<file path="config.mk">
export PLATFORM = sky130hd
export DESIGN_NAME = pac_top
export DESIGN_NICKNAME = d
export VERILOG_FILES = /design/src/verilog/pac_pkg.sv /design/src/verilog/pac_top.sv
export SDC_FILE = /design/constraint.sdc
export NUM_CORES = 1
export LEC_CHECK = 0
export ABC_AREA = 1
export BUFFER_PORTS_ARGS = -buffer_cell sky130_fd_sc_hd__buf_4
export CORE_MARGIN = 2
export CORE_UTILIZATION = 50
export DETAILED_ROUTE_END_ITERATION = 6
export PLACE_DENSITY = 0.71
export SLEW_MARGIN = 10
export SYNTH_ARGS = -nofsm -noshare
export SYNTH_HDL_FRONTEND = slang
export SYNTH_SLANG_ARGS = --single-unit
</file>
<file path="constraint.sdc">
create_clock -name core_clk -period 5.7 [get_ports core_clk]
set_input_delay 1.14 -clock core_clk [delete_from_list [all_inputs] [get_ports core_clk]]
set_output_delay 1.14 -clock core_clk [all_outputs]
set_load 0.05 [all_outputs]
</file>
<file path="src/verilog/pac_pkg.sv">
// package: register map, field positions and constants for phase adjust control
//
// Contract
// - 12-bit visible line count, resets to 0x400
// - config bit 0: lines or 512 crystal clocks
// - config bit 1: integer or timed line count
// - each command write decodes its low three bits; only 011 and 100 launch
// - 011 sets phase, 100 sets window; others reserved
// - status bit 7 shows engine busy
// - lines skipped before frame edge, table coded
// - lines skipped after frame edge, table coded
// - skip 2N pixels after line edge
// - skip 2N pixels before line edge
// - option bits 0-2 drop blue, green, red
// - option bit 3 seeks best or worst phase
// - option bit 4 picks 28 or 64 steps
// - option bit 5 defers phase to frame edge
// - option bit 6 holds engine in reset
// - unit applies to frame period and width
`default_nettype none
package pac_pkg;
    // register indices; byte address is four times the index
    localparam logic [6:0] IDX_VIS_HI = 7'h4D;
    localparam logic [6:0] IDX_VIS_LO = 7'h4E;
    localparam logic [6:0] IDX_MEAS = 7'h4F;
    localparam logic [6:0] IDX_CMD = 7'h50;
    localparam logic [6:0] IDX_STATUS = 7'h51;
    localparam logic [6:0] IDX_VMASK = 7'h52;
    localparam logic [6:0] IDX_HMASK1 = 7'h53;
    localparam logic [6:0] IDX_HMASK2 = 7'h54;
    localparam logic [6:0] IDX_OPT = 7'h55;
    // reset values
    localparam logic [3:0] RST_VIS_HI = 4'h4;
    localparam logic [7:0] RST_VIS_LO = 8'h00;
    localparam logic [1:0] RST_MEAS = 2'h0;
    localparam logic [2:0] RST_SKIP_BEFORE = 3'h1;
    localparam logic [2:0] RST_SKIP_AFTER = 3'h0;
    localparam logic [7:0] RST_HMASK1 = 8'h01;
    localparam logic [7:0] RST_HMASK2 = 8'h01;
    localparam logic [6:0] RST_OPT = 7'h20;
    // field positions
    localparam int BIT_UNITS = 0;
    localparam int BIT_LCMODE = 1;
    localparam int BIT_BUSY = 7;
    localparam int BIT_BLUE_OFF = 0;
    localparam int BIT_GREEN_OFF = 1;
    localparam int BIT_RED_OFF = 2;
    localparam int BIT_TARGET = 3;
    localparam int BIT_PACE = 4;
    localparam int BIT_DEFER = 5;
    localparam int BIT_SOFT_RST = 6;
    // commands and counts
    localparam logic [2:0] CMD_APPLY_PHASE = 3'h3;
    localparam logic [2:0] CMD_APPLY_WINDOW = 3'h4;
    localparam logic [6:0] STEPS_FAST = 7'h1C;
    localparam logic [6:0] STEPS_SLOW = 7'h40;
    localparam logic [8:0] XTAL_DIV_LAST = 9'h1FF;
    localparam logic [9:0] ACT_LEVEL = 10'h040;
    localparam logic [1:0] RESP_OKAY = 2'h0;
    localparam logic [1:0] RESP_SLVERR = 2'h2;

    typedef enum logic [5:0] {
        ST_IDLE = 6'h01,
        ST_SRCH_ARM = 6'h02,
        ST_SRCH = 6'h04,
        ST_APPLY = 6'h08,
        ST_DE_ARM = 6'h10,
        ST_DE_RUN = 6'h20
    } pac_state_t;

    function automatic logic [5:0] pac_lines_before(input logic [2:0] code);
        case (code)
            3'h0: pac_lines_before = 6'h00;
            3'h1: pac_lines_before = 6'h01;
            3'h2: pac_lines_before = 6'h02;
            3'h3: pac_lines_before = 6'h04;
            3'h4: pac_lines_before = 6'h06;
            3'h5: pac_lines_before = 6'h08;
            3'h6: pac_lines_before = 6'h0A;
            default: pac_lines_before = 6'h0C;
        endcase
    endfunction

    function automatic logic [5:0] pac_lines_after(input logic [2:0] code);
        case (code)
            3'h0: pac_lines_after = 6'h05;
            3'h1: pac_lines_after = 6'h12;
            3'h2: pac_lines_after = 6'h13;
            3'h3: pac_lines_after = 6'h14;
            3'h4: pac_lines_after = 6'h16;
            3'h5: pac_lines_after = 6'h19;
            3'h6: pac_lines_after = 6'h29;
            default: pac_lines_after = 6'h2C;
        endcase
    endfunction
endpackage
`default_nettype wire

</file>
<file path="src/verilog/pac_top.sv">
// phase adjust control: register slave, collection window, search engine, frame measurement
`default_nettype none
module pac_top (
    // clock and reset
    input wire logic core_clk,
    input wire logic srst,
    // axi4-lite slave
    input wire logic [8:0] s_axi_awaddr,
    input wire logic s_axi_awvalid,
    output logic s_axi_awready,
    input wire logic [31:0] s_axi_wdata,
    input wire logic [3:0] s_axi_wstrb,
    input wire logic s_axi_wvalid,
    output logic s_axi_wready,
    output logic [1:0] s_axi_bresp,
    output logic s_axi_bvalid,
    input wire logic s_axi_bready,
    input wire logic [8:0] s_axi_araddr,
    input wire logic s_axi_arvalid,
    output logic s_axi_arready,
    output logic [31:0] s_axi_rdata,
    output logic [1:0] s_axi_rresp,
    output logic s_axi_rvalid,
    input wire logic s_axi_rready,
    // video timing and pixels
    input wire logic line_sync_output,
    input wire logic frame_sync,
    input wire logic pixel_valid,
    input wire logic [9:0] pix_red,
    input wire logic [9:0] pix_green,
    input wire logic [9:0] pix_blue,
    input wire logic xtal_tick,
    // results
    output logic [5:0] sample_phase,
    output logic phase_engine_busy,
    output logic [11:0] active_start,
    output logic [11:0] active_width,
    output logic [11:0] frame_period,
    output logic [6:0] vsync_width,
    output logic [3:0] visible_lines_high,
    output logic [7:0] visible_lines_low
);
    logic aw_full, w_full, w_lane0, wr_fire, wr_hit, cmd_wr, rd_hit, eng_rst;
    logic [6:0] aw_idx, rd_idx;
    logic [31:0] w_data;
    logic [7:0] rd_byte;
    logic [2:0] cmd_code;
    logic [1:0] meas_cfg;
    logic [2:0] lines_skip_before_frame_edge, lines_skip_after_frame_edge;
    logic [7:0] pixels_skip_after_line_edge, pixels_skip_before_line_edge;
    logic [6:0] opt;
    pac_pkg::pac_state_t state;

    // write channel: address and data taken in either order
    assign wr_fire = aw_full && w_full && !s_axi_bvalid;
    assign wr_hit = aw_idx >= pac_pkg::IDX_VIS_HI && aw_idx <= pac_pkg::IDX_OPT;
    assign cmd_code = w_data[2:0];
    assign cmd_wr = wr_fire && w_lane0 && aw_idx == pac_pkg::IDX_CMD;
    always_ff @(posedge core_clk) begin
        if (srst) begin
            aw_full <= 1'b0;
            w_full <= 1'b0;
            aw_idx <= '0;
            w_data <= '0;
            w_lane0 <= 1'b0;
            s_axi_awready <= 1'b0;
            s_axi_wready <= 1'b0;
            s_axi_bvalid <= 1'b0;
            s_axi_bresp <= pac_pkg::RESP_OKAY;
        end else begin
            if (wr_fire) begin
                aw_full <= 1'b0;
                w_full <= 1'b0;
                s_axi_bvalid <= 1'b1;
                s_axi_bresp <= wr_hit ? pac_pkg::RESP_OKAY : pac_pkg::RESP_SLVERR;
            end else begin
                if (s_axi_awvalid && s_axi_awready) begin
                    aw_full <= 1'b1;
                    aw_idx <= s_axi_awaddr[8:2];
                end
                if (s_axi_wvalid && s_axi_wready) begin
                    w_full <= 1'b1;
                    w_data <= s_axi_wdata;
                    w_lane0 <= s_axi_wstrb[0];
                end
                if (s_axi_bvalid && s_axi_bready) begin
                    s_axi_bvalid <= 1'b0;
                end
            end
            s_axi_awready <= wr_fire || !(aw_full || (s_axi_awvalid && s_axi_awready));
            s_axi_wready <= wr_fire || !(w_full || (s_axi_wvalid && s_axi_wready));
        end
    end

    // register file
    always_ff @(posedge core_clk) begin
        if (srst) begin
            visible_lines_high <= pac_pkg::RST_VIS_HI;
            visible_lines_low <= pac_pkg::RST_VIS_LO;
            meas_cfg <= pac_pkg::RST_MEAS;
            lines_skip_before_frame_edge <= pac_pkg::RST_SKIP_BEFORE;
            lines_skip_after_frame_edge <= pac_pkg::RST_SKIP_AFTER;
            pixels_skip_after_line_edge <= pac_pkg::RST_HMASK1;
            pixels_skip_before_line_edge <= pac_pkg::RST_HMASK2;
            opt <= pac_pkg::RST_OPT;
        end else if (wr_fire && w_lane0) begin
            case (aw_idx)
                pac_pkg::IDX_VIS_HI: visible_lines_high <= w_data[3:0];
                pac_pkg::IDX_VIS_LO: visible_lines_low <= w_data[7:0];
                pac_pkg::IDX_MEAS: meas_cfg <= w_data[1:0];
                pac_pkg::IDX_VMASK: begin
                    lines_skip_before_frame_edge <= w_data[2:0];
                    lines_skip_after_frame_edge <= w_data[6:4];
                end
                pac_pkg::IDX_HMASK1: pixels_skip_after_line_edge <= w_data[7:0];
                pac_pkg::IDX_HMASK2: pixels_skip_before_line_edge <= w_data[7:0];
                pac_pkg::IDX_OPT: opt <= w_data[6:0];
                default: opt <= opt;
            endcase
        end
    end

    // read channel
    assign rd_idx = s_axi_araddr[8:2];
    assign rd_hit = rd_idx >= pac_pkg::IDX_VIS_HI && rd_idx <= pac_pkg::IDX_OPT;
    always_comb begin
        rd_byte = 8'h00;
        case (rd_idx)
            pac_pkg::IDX_VIS_HI: rd_byte = {4'h0, visible_lines_high};
            pac_pkg::IDX_VIS_LO: rd_byte = visible_lines_low;
            pac_pkg::IDX_MEAS: rd_byte = {6'h00, meas_cfg};
            pac_pkg::IDX_STATUS: rd_byte = {phase_engine_busy, 7'h00};
            pac_pkg::IDX_VMASK: begin
                rd_byte = {1'b0, lines_skip_after_frame_edge, 1'b0, lines_skip_before_frame_edge};
            end
            pac_pkg::IDX_HMASK1: rd_byte = pixels_skip_after_line_edge;
            pac_pkg::IDX_HMASK2: rd_byte = pixels_skip_before_line_edge;
            pac_pkg::IDX_OPT: rd_byte = {1'b0, opt};
            default: rd_byte = 8'h00;
        endcase
    end
    always_ff @(posedge core_clk) begin
        if (srst) begin
            s_axi_arready <= 1'b0;
            s_axi_rvalid <= 1'b0;
            s_axi_rdata <= '0;
            s_axi_rresp <= pac_pkg::RESP_OKAY;
        end else if (s_axi_arvalid && s_axi_arready) begin
            s_axi_arready <= 1'b0;
            s_axi_rvalid <= 1'b1;
            s_axi_rdata <= {24'h000000, rd_byte};
            s_axi_rresp <= rd_hit ? pac_pkg::RESP_OKAY : pac_pkg::RESP_SLVERR;
        end else if (s_axi_rvalid && s_axi_rready) begin
            s_axi_rvalid <= 1'b0;
            s_axi_arready <= 1'b1;
        end else if (!s_axi_rvalid) begin
            s_axi_arready <= 1'b1;
        end
    end

    // collection window
    logic fs_d, frame_edge, coll, coll_d, in_h, in_v, active_px;
    logic [11:0] pix_cnt, line_len, line_cnt, frame_lines;
    logic [9:0] prev_r, prev_g, prev_b;
    logic [11:0] pix_metric;
    assign eng_rst = srst || opt[pac_pkg::BIT_SOFT_RST];
    assign frame_edge = frame_sync && !fs_d;
    always_ff @(posedge core_clk) begin
        if (srst) begin
            fs_d <= 1'b0;
        end else begin
            fs_d <= frame_sync;
        end
    end
    always_ff @(posedge core_clk) begin
        if (eng_rst) begin
            pix_cnt <= '0;
            line_len <= '0;
            line_cnt <= '0;
            frame_lines <= '0;
        end else begin
            if (line_sync_output) begin
                line_len <= pix_cnt;
                pix_cnt <= '0;
            end else if (pixel_valid && pix_cnt != 12'hFFF) begin
                pix_cnt <= pix_cnt + 12'h001;
            end
            if (frame_edge) begin
                frame_lines <= line_cnt + 12'h001;
                line_cnt <= '0;
            end else if (line_sync_output && line_cnt != 12'hFFF) begin
                line_cnt <= line_cnt + 12'h001;
            end
        end
    end
    assign in_h = {1'b0, pix_cnt} >= {4'h0, pixels_skip_after_line_edge, 1'b0}
        && {1'b0, pix_cnt} + {4'h0, pixels_skip_before_line_edge, 1'b0} < {1'b0, line_len};
    assign in_v = line_cnt >= {6'h00, pac_pkg::pac_lines_after(lines_skip_after_frame_edge)}
        && {1'b0, line_cnt} + {7'h00, pac_pkg::pac_lines_before(lines_skip_before_frame_edge)}
        < {1'b0, frame_lines};
    assign coll = pixel_valid && in_h && in_v;

    function automatic logic [9:0] absd(input logic [9:0] a, input logic [9:0] b);
        absd = a > b ? a - b : b - a;
    endfunction
    // transition energy over enabled channels
    assign pix_metric = (opt[pac_pkg::BIT_BLUE_OFF] ? 12'h000 : {2'h0, absd(pix_blue, prev_b)})
        + (opt[pac_pkg::BIT_GREEN_OFF] ? 12'h000 : {2'h0, absd(pix_green, prev_g)})
        + (opt[pac_pkg::BIT_RED_OFF] ? 12'h000 : {2'h0, absd(pix_red, prev_r)});
    assign active_px = (!opt[pac_pkg::BIT_BLUE_OFF] && pix_blue > pac_pkg::ACT_LEVEL)
        || (!opt[pac_pkg::BIT_GREEN_OFF] && pix_green > pac_pkg::ACT_LEVEL)
        || (!opt[pac_pkg::BIT_RED_OFF] && pix_red > pac_pkg::ACT_LEVEL);
    always_ff @(posedge core_clk) begin
        if (eng_rst) begin
            coll_d <= 1'b0;
            prev_r <= '0;
            prev_g <= '0;
            prev_b <= '0;
        end else begin
            if (pixel_valid || line_sync_output) begin
                coll_d <= coll && !line_sync_output;
            end
            if (pixel_valid) begin
                prev_r <= pix_red;
                prev_g <= pix_green;
                prev_b <= pix_blue;
            end
        end
    end

    // search engine
    logic [6:0] step, steps_total;
    logic [5:0] trial_phase, best_phase, next_trial;
    logic [8:0] step_x9;
    logic [31:0] acc, best_metric;
    logic tgt_worst, pace_slow, better, launch_ok;
    logic [11:0] de_min, de_max;
    assign step_x9 = {step[5:0] + 6'h01, 3'h0} + {3'h0, step[5:0] + 6'h01};
    assign next_trial = pace_slow ? step[5:0] + 6'h01 : step_x9[7:2];
    assign better = tgt_worst ? acc < best_metric : acc > best_metric;
    assign launch_ok = cmd_code == pac_pkg::CMD_APPLY_PHASE
        || cmd_code == pac_pkg::CMD_APPLY_WINDOW;
    always_ff @(posedge core_clk) begin
        if (eng_rst) begin
            state <= pac_pkg::ST_IDLE;
            phase_engine_busy <= 1'b0;
            step <= '0;
            steps_total <= pac_pkg::STEPS_FAST;
            trial_phase <= '0;
            best_phase <= '0;
            sample_phase <= '0;
            acc <= '0;
            best_metric <= '0;
            tgt_worst <= 1'b0;
            pace_slow <= 1'b0;
            de_min <= 12'hFFF;
            de_max <= '0;
            active_start <= '0;
            active_width <= '0;
        end else if (cmd_wr && launch_ok) begin
            phase_engine_busy <= 1'b1;
            state <= cmd_code == pac_pkg::CMD_APPLY_PHASE ? pac_pkg::ST_SRCH_ARM
                : pac_pkg::ST_DE_ARM;
        end else begin
            if (state == pac_pkg::ST_SRCH && coll && coll_d) begin
                acc <= acc + {20'h00000, pix_metric};
            end
            case (state)
                pac_pkg::ST_IDLE: phase_engine_busy <= 1'b0;
                pac_pkg::ST_SRCH_ARM: begin
                    if (frame_edge) begin
                        state <= pac_pkg::ST_SRCH;
                        step <= '0;
                        trial_phase <= '0;
                        sample_phase <= '0;
                        acc <= '0;
                        tgt_worst <= opt[pac_pkg::BIT_TARGET];
                        pace_slow <= opt[pac_pkg::BIT_PACE];
                        steps_total <= opt[pac_pkg::BIT_PACE] ? pac_pkg::STEPS_SLOW
                            : pac_pkg::STEPS_FAST;
                    end
                end
                pac_pkg::ST_SRCH: begin
                    if (frame_edge) begin
                        if (step == 7'h00 || better) begin
                            best_metric <= acc;
                            best_phase <= trial_phase;
                        end
                        acc <= '0;
                        if (step + 7'h01 == steps_total) begin
                            state <= pac_pkg::ST_APPLY;
                        end else begin
                            step <= step + 7'h01;
                            trial_phase <= next_trial;
                            sample_phase <= next_trial;
                        end
                    end
                end
                pac_pkg::ST_APPLY: begin
                    if (!opt[pac_pkg::BIT_DEFER] || frame_edge) begin
                        sample_phase <= best_phase;
                        state <= pac_pkg::ST_IDLE;
                        phase_engine_busy <= 1'b0;
                    end
                end
                pac_pkg::ST_DE_ARM: begin
                    if (frame_edge) begin
                        state <= pac_pkg::ST_DE_RUN;
                        de_min <= 12'hFFF;
                        de_max <= '0;
                    end
                end
                pac_pkg::ST_DE_RUN: begin
                    if (frame_edge) begin
                        active_start <= de_min;
                        active_width <= de_max >= de_min ? de_max - de_min + 12'h001 : 12'h000;
                        state <= pac_pkg::ST_IDLE;
                        phase_engine_busy <= 1'b0;
                    end else if (coll && active_px) begin
                        if (pix_cnt < de_min) de_min <= pix_cnt;
                        if (pix_cnt > de_max) de_max <= pix_cnt;
                    end
                end
                default: state <= pac_pkg::ST_IDLE;
            endcase
        end
    end

    // frame measurement
    logic [8:0] xdiv;
    logic [15:0] lx_cnt, lx_len, lt;
    logic xtal512, timed_line, unit_tick;
    logic [11:0] fp_cnt;
    logic [6:0] vw_cnt;
    assign xtal512 = xtal_tick && xdiv == pac_pkg::XTAL_DIV_LAST;
    assign timed_line = xtal_tick && lx_len != 16'h0000 && lt + 16'h0001 >= lx_len;
    assign unit_tick = meas_cfg[pac_pkg::BIT_UNITS] ? xtal512
        : (meas_cfg[pac_pkg::BIT_LCMODE] ? timed_line : line_sync_output);
    always_ff @(posedge core_clk) begin
        if (srst) begin
            xdiv <= '0;
            lx_cnt <= '0;
            lx_len <= '0;
            lt <= '0;
        end else begin
            if (xtal_tick) xdiv <= xdiv + 9'h001;
            if (line_sync_output) begin
                lx_len <= lx_cnt;
                lx_cnt <= '0;
            end else if (xtal_tick && lx_cnt != 16'hFFFF) begin
                lx_cnt <= lx_cnt + 16'h0001;
            end
            if (frame_edge || timed_line) lt <= '0;
            else if (xtal_tick && lt != 16'hFFFF) lt <= lt + 16'h0001;
        end
    end
    always_ff @(posedge core_clk) begin
        if (srst) begin
            fp_cnt <= '0;
            vw_cnt <= '0;
            frame_period <= '0;
            vsync_width <= '0;
        end else begin
            if (frame_edge) begin
                frame_period <= fp_cnt;
                fp_cnt <= {11'h000, unit_tick};
                vw_cnt <= {6'h00, unit_tick};
            end else begin
                if (unit_tick && fp_cnt != 12'hFFF) fp_cnt <= fp_cnt + 12'h001;
                if (frame_sync && unit_tick && vw_cnt != 7'h7F) vw_cnt <= vw_cnt + 7'h01;
            end
            if (!frame_sync && fs_d) vsync_width <= vw_cnt;
        end
    end
endmodule
`default_nettype wire

</file>
After elaboration in Yosys (flattened, before gate mapping):

Cells that the tools add are included.

* $add $sub $neg: 23
* magnitude comparators: 20
* equal/unequal tests: 61
* multiplexer cells: 63
* bitwise gates (word level): 2
* reductions and logical operators: 95

Operators with widths (count)
* == test 7 bit (second input constant): 16
* 2-to-1 mux 12 bit: 9
* 2-to-1 mux 32 bit: 3
* 2-to-1 mux 6 bit: 12
* one-hot mux 8 bit (8 select lines): 1
* 2-to-1 mux 10 bit: 6
* subtractor 10 bit: 6
* adder 12 x 1 -> 12 bit (second input constant): 4
* one-hot mux 12 bit (2 select lines): 2
* one-hot mux 6 bit (7 select lines): 1
* inequality test 12 bit (second input constant): 3
* one-hot mux 6 bit (6 select lines): 1
* logical AND 1 bit: 35
* adder 16 x 1 -> 16 bit (second input constant): 2
* adder 32 x 12 -> 32 bit: 1
* > comparator 32 bit: 1
* < comparator 32 bit: 1
* inequality test 16 bit (second input constant): 2
* > comparator 10 bit: 3
* > comparator 10 x 7 -> 1 bit (second input constant): 3
* 2-to-1 mux 7 bit: 4
* one-hot mux 4 bit (7 select lines): 1
* < comparator 13 x 12 -> 1 bit: 2
* == test 3 bit (second input constant): 7
* other kinds (55): 138

* bits in registers: 406
* output and inout port bits: 103
* logic and storage cells: 319

Depth between registers and ports, before layout:

* word-level depth: 11
* depth in mapped cells: 37
* gate-level depth less buffers: 36

Least setup slack after synthesis:

Ideal clock, no wire load.

* path kind: input -> register
* from: input pix_green[0]
* to: register acc[31]
* library setup time: 64 ps
* arrival time: 5769 ps
* data required time: 5636 ps
* setup slack: -133 ps
* cell stages on the path: 35
* path buffers: 1
* path through: inv_1 > ha_1 > inv_1 > fa_1 > nand2_1 > inv_1 > nor2_1 > nor2_1 > nor2_1 > nor2_1 > nor3_1 > nor2_1 > nor2_1 > nand2_1 > nand2_1 > inv_1 > clkbuf_1 > o211ai_1 > nand3_1 > fa_1 > fa_1 > inv_1 > ha_1 > inv_1 > o21bai_1 > nand3_1 > nand2_1 > nand4_1 > nor2_1 > inv_1 > nor2_1 > nand3_1 > nand2_1 > inv_1 > nor2_1

* longest elaborated chain between the ends: 9

RTL lines
* from (decl): line pac_top.sv:30 `input wire logic [9:0] pix_green,`
* subtractor 10 bit or > comparator 10 bit (tied branches): line pac_top.sv:204 `absd = a > b ? a - b : b - a;`
* 2-to-1 mux 10 bit (*): line pac_top.sv:204
* 2-to-1 mux 10 bit (*): line pac_top.sv:208 `+ (opt[pac_pkg::BIT_GREEN_OFF] ? 12'h000 : {2'h0, absd(pix_green, prev_g)})`
* adder 10 x 10 -> 11 bit (*): line pac_top.sv:208
* adder 11 x 10 -> 12 bit (*): line pac_top.sv:209 `+ (opt[pac_pkg::BIT_RED_OFF] ? 12'h000 : {2'h0, absd(pix_red, prev_r)});`
* adder 32 x 12 -> 32 bit (*): line pac_top.sv:266 `acc <= acc + {20'h00000, pix_metric};`
* 2-to-1 mux 32 bit (*): line pac_top.sv:265 `if (state == pac_pkg::ST_SRCH && coll && coll_d) begin`
* 2-to-1 mux 32 bit: line pac_top.sv:271, pac_top.sv:284
* 2-to-1 mux 32 bit (*)
* to (signal assigned): line pac_top.sv:266
* to (decl): line pac_top.sv:235 `logic [31:0] acc, best_metric;`

Every way passes the cells marked *; elsewhere a longest branch is shown, timed or not.
A chain may end at the register's enable or synchronous reset.

Worst setup path in the final report:

Same ends and word-level chain as after synthesis.

==> impl_metrics.csv <==
group,metric,value,unit
clock_tree,cts_buffer_depth,3,
die,fp-row-count,82,
critical_path,path_class,"in -> reg",
synthesis,ys_async_sr_fraction,0,
die,dieWidth,228,um
route,drtIter0Drc,1382,
final_layout,final_common_cell,"nand2_1",
final_layout,num-fill-cells,4802,
grt,grt_start_max_net_pins,69,
die,die_area,52200,sq um
power,irDropWorstVdd,0.281,mV
synthesis,synth_area_per_cell,6.99,sq um
critical_path,endpoint_kind,"flop",
synthesis,synth_edf_count,0,
route,firstDrtPassIters,6,
grt,antenna_found_initial,0,
clock_tree,htree_levels,2,
critical_path,crit_path_top_delay_cell,"fa_1",
sta,fin_skew,27.8,ps
sta,setup_violations,0,
critical_path,critPathMaxFanout,6,
grt,grt-ovfl-total,0,
route,ant_nets,0,
critical_path,path_buf_inv,9,
clock_tree,cts-root-buf,"clkbuf_16",
sta,setup_ws,253,ps
sta,worst_pin_slew,1010,ps
final_layout,final_cell_mix,"nand2_1, inv_1, a21oi_1, dfxtp_1, nor2_1",
critical_path,cp.required,6220,ps
route,vias,23484,
synthesis,syn_inst,3602,
hold_path,holdCritPathClass,"reg -> reg",
final_layout,diodes,0,
critical_path,crit_top_cell,"nor2_1",
final_layout,nets,4125,
sta,period_needed,5450,ps
clock_tree,cts_buffers,46,
placed_design,portBuffers,140,
critical_path,crit_family,"simple AND/OR/NAND/NOR gates",
route,drc,0,
sta,final-hold-violation-count,0,
synthesis,ys_seq_area_frac,0.317,
route,via_per_inst,5.25,
die,coreArea,50000,sq um
synthesis,synth_cell_type_count,58,
sta,fin_tns_setup,0,ps
placed_design,hpwl,49.0,mm
route,wl,65.1,mm
run_status,status,"finished clean",
sta,fin_hold_ws,445,ps
sta,final_max_slew_viol_count,0,
synthesis,ys.flop_type,"dfxtp_1",
die,die_y,228,um
grt,grt_pass1_vias,21799,
placed_design,gp_congestion,0.925,
run,max-cap-violations,0,
final_layout,seq_area,7970,sq um
sta,max_freq,184,MHz
power,power_per_cell_area,288,nW/um^2
synthesis,yosysWarnings,0,
final_layout,area_growth,15.0,%
placed_design,pre_cts_slack,-477,ps
die,io_pins,198,
clock_tree,clk_pin_slew_worst_paths,60,ps
die,start_util,0.504,
sta,fin_crit_sh,0.956,
grt,grt_pass1_wl,107,mm
synthesis,syn_area,25200,sq um
power,p_leak,12.9,nW
critical_path,worst_setup_path_start_kind,"input port",
clock_tree,numClockSinks,398,
critical_path,critPathArrivalTime,5970,ps
clock_tree,insertion_delay,610,ps
final_layout,multi_input_area,14900,sq um
clock_tree,cts_tree,"built",
final_layout,drive_gt1_frac,0.104,
sta,maxSlewHeadroom,0.321,
critical_path,slowest_delay,550,ps
grt,gr-usage-all-layers,0.245,
synthesis,ys_seq_elements,398,
route,wl_per_cell,14.6,um
[state kept, by name (all words and copies together), names as in the netlist, 8 cells and up]
register                      cells
acc                              32
best_metric                      32
lt                               16
lx_cnt                           16
lx_len                           16
active_start                     12
active_width                     12
de_max                           12
de_min                           12
fp_cnt                           12
frame_lines                      12
frame_period                     12
line_cnt                         12
line_len                         12
pix_cnt                          12
prev_b                           10
prev_g                           10
prev_r                           10
xdiv                              9
pixels_skip_after_line_edge       8
pixels_skip_before_line_edge      8
s_axi_rdata                       8
visible_lines_low                 8
w_data                            8
[routing by layer]
layer	share of wire	up-vias	global-route usage
li1	-	12181	-
met4	0.030	0	0.0860
met1	0.46	10703	0.327
met5	0	-	0
met3	0.053	115	0.0373
met2	0.45	485	0.402
[worst reg2reg max path: cells and delay by family (launching register included)]
| family | cells | cell delay [ps] |
|---|---|---|
| AND/OR/NAND/NOR | 22 | 2330 |
| adder cells (fa/ha/maj) | 5 | 1790 |
| buffers and inverters | 7 | 540 |
| flip-flops | 1 | 400 |
[timing repair]
item | 4_1_cts | 5_1_grt
hold buffers | 0 | 0
setup buffers | 0 | 4
gates resized for setup | 0 | 40
endpoints found under the setup margin | 0 | 25
[through the flow]
stage	power (mW)	utilization	std cells	cell area, sq um
after floorplan	4.44	-	3627	25300
after global placement	5.10	0.545	4388	27200
after detailed placement	5.13	0.545	4388	27200
after CTS	8.15	0.575	4468	28800
after global routing	8.81	0.579	4472	28900
final	8.32	0.579	4472	28900
[worst paths after layout]
check / from / to / slack (ps) / cells after the start
max reg2reg: prev_g[0] / acc[31] / 570 / 34
min: aw_idx[6] / aw_idx[6] / 450 / 2
min reg2reg: aw_idx[6] / aw_idx[6] / 450 / 2
max: pix_green[0] / acc[31] / 250 / 36
[synthesized netlist by cell type (4+ instances only)]
| cell | count | share of area |
|---|---|---|
| nand3_1 | 220 | 0.044 |
| nor3b_1 | 5 | 0.0015 |
| o2111ai_1 | 7 | 0.0024 |
| or2_1 | 4 | 0.00099 |
| nand3b_1 | 4 | 0.0012 |
| a21oi_1 | 408 | 0.081 |
| buf_1 | 10 | 0.0015 |
| clkbuf_1 | 82 | 0.012 |
| inv_2 | 21 | 0.0031 |
| fa_1 | 35 | 0.028 |
| a31oi_1 | 9 | 0.0022 |
| o21a_1 | 8 | 0.0024 |
| a21o_1 | 5 | 0.0015 |
| nor3_2 | 5 | 0.0020 |
| o22ai_1 | 14 | 0.0035 |
| a211oi_1 | 29 | 0.0086 |
| o21ai_1 | 12 | 0.0024 |
| o21ai_0 | 279 | 0.055 |
| inv_1 | 486 | 0.072 |
| clkinv_1 | 9 | 0.0013 |
| buf_4 | 30 | 0.0089 |
| nor3_1 | 61 | 0.012 |
| buf_2 | 20 | 0.0040 |
| xor2_1 | 71 | 0.025 |
| xnor2_1 | 12 | 0.0042 |
| nand2_1 | 655 | 0.098 |
| nor4_1 | 15 | 0.0037 |
| o211ai_1 | 24 | 0.0072 |
| nor2_1 | 321 | 0.048 |
| ha_1 | 227 | 0.11 |
| nand4_1 | 69 | 0.017 |
| dfxtp_1 | 398 | 0.32 |
| or2_2 | 4 | 0.00099 |
| nor2_2 | 5 | 0.0012 |
[cell type report]
type                       count  area share
multi-input combinational   2570       0.514
timing repair buffer         236      0.0618
clock buffer                  66      0.0472
inverter                     516      0.0670
clock inverter                14     0.00584
tap                          672      0.0290
sequential                   398       0.275
[kinds of logic (layout without fill, tap and decap cells)]
family / after synthesis / in the layout / synth area share
simple gates: 1383 / 1383 / 0.235
compound gates: 814 / 814 / 0.173
buf+inv: 659 / 832 / 0.104
flops: 398 / 398 / 0.317
fa+ha+maj: 262 / 262 / 0.141
xor+xnor: 85 / 85 / 0.0302
other cells: 1 / 26 / 0.000149
[report_power, final]
group          switching, mW  leakage (nW)  total [mW]  internal, mW
sequential            0.0580          3.23        2.92          2.87
clock                   1.24         0.765        3.00          1.76
combinational           1.34          8.90        2.40          1.06
No activity file was read; power rests on OpenSTA's default activity.
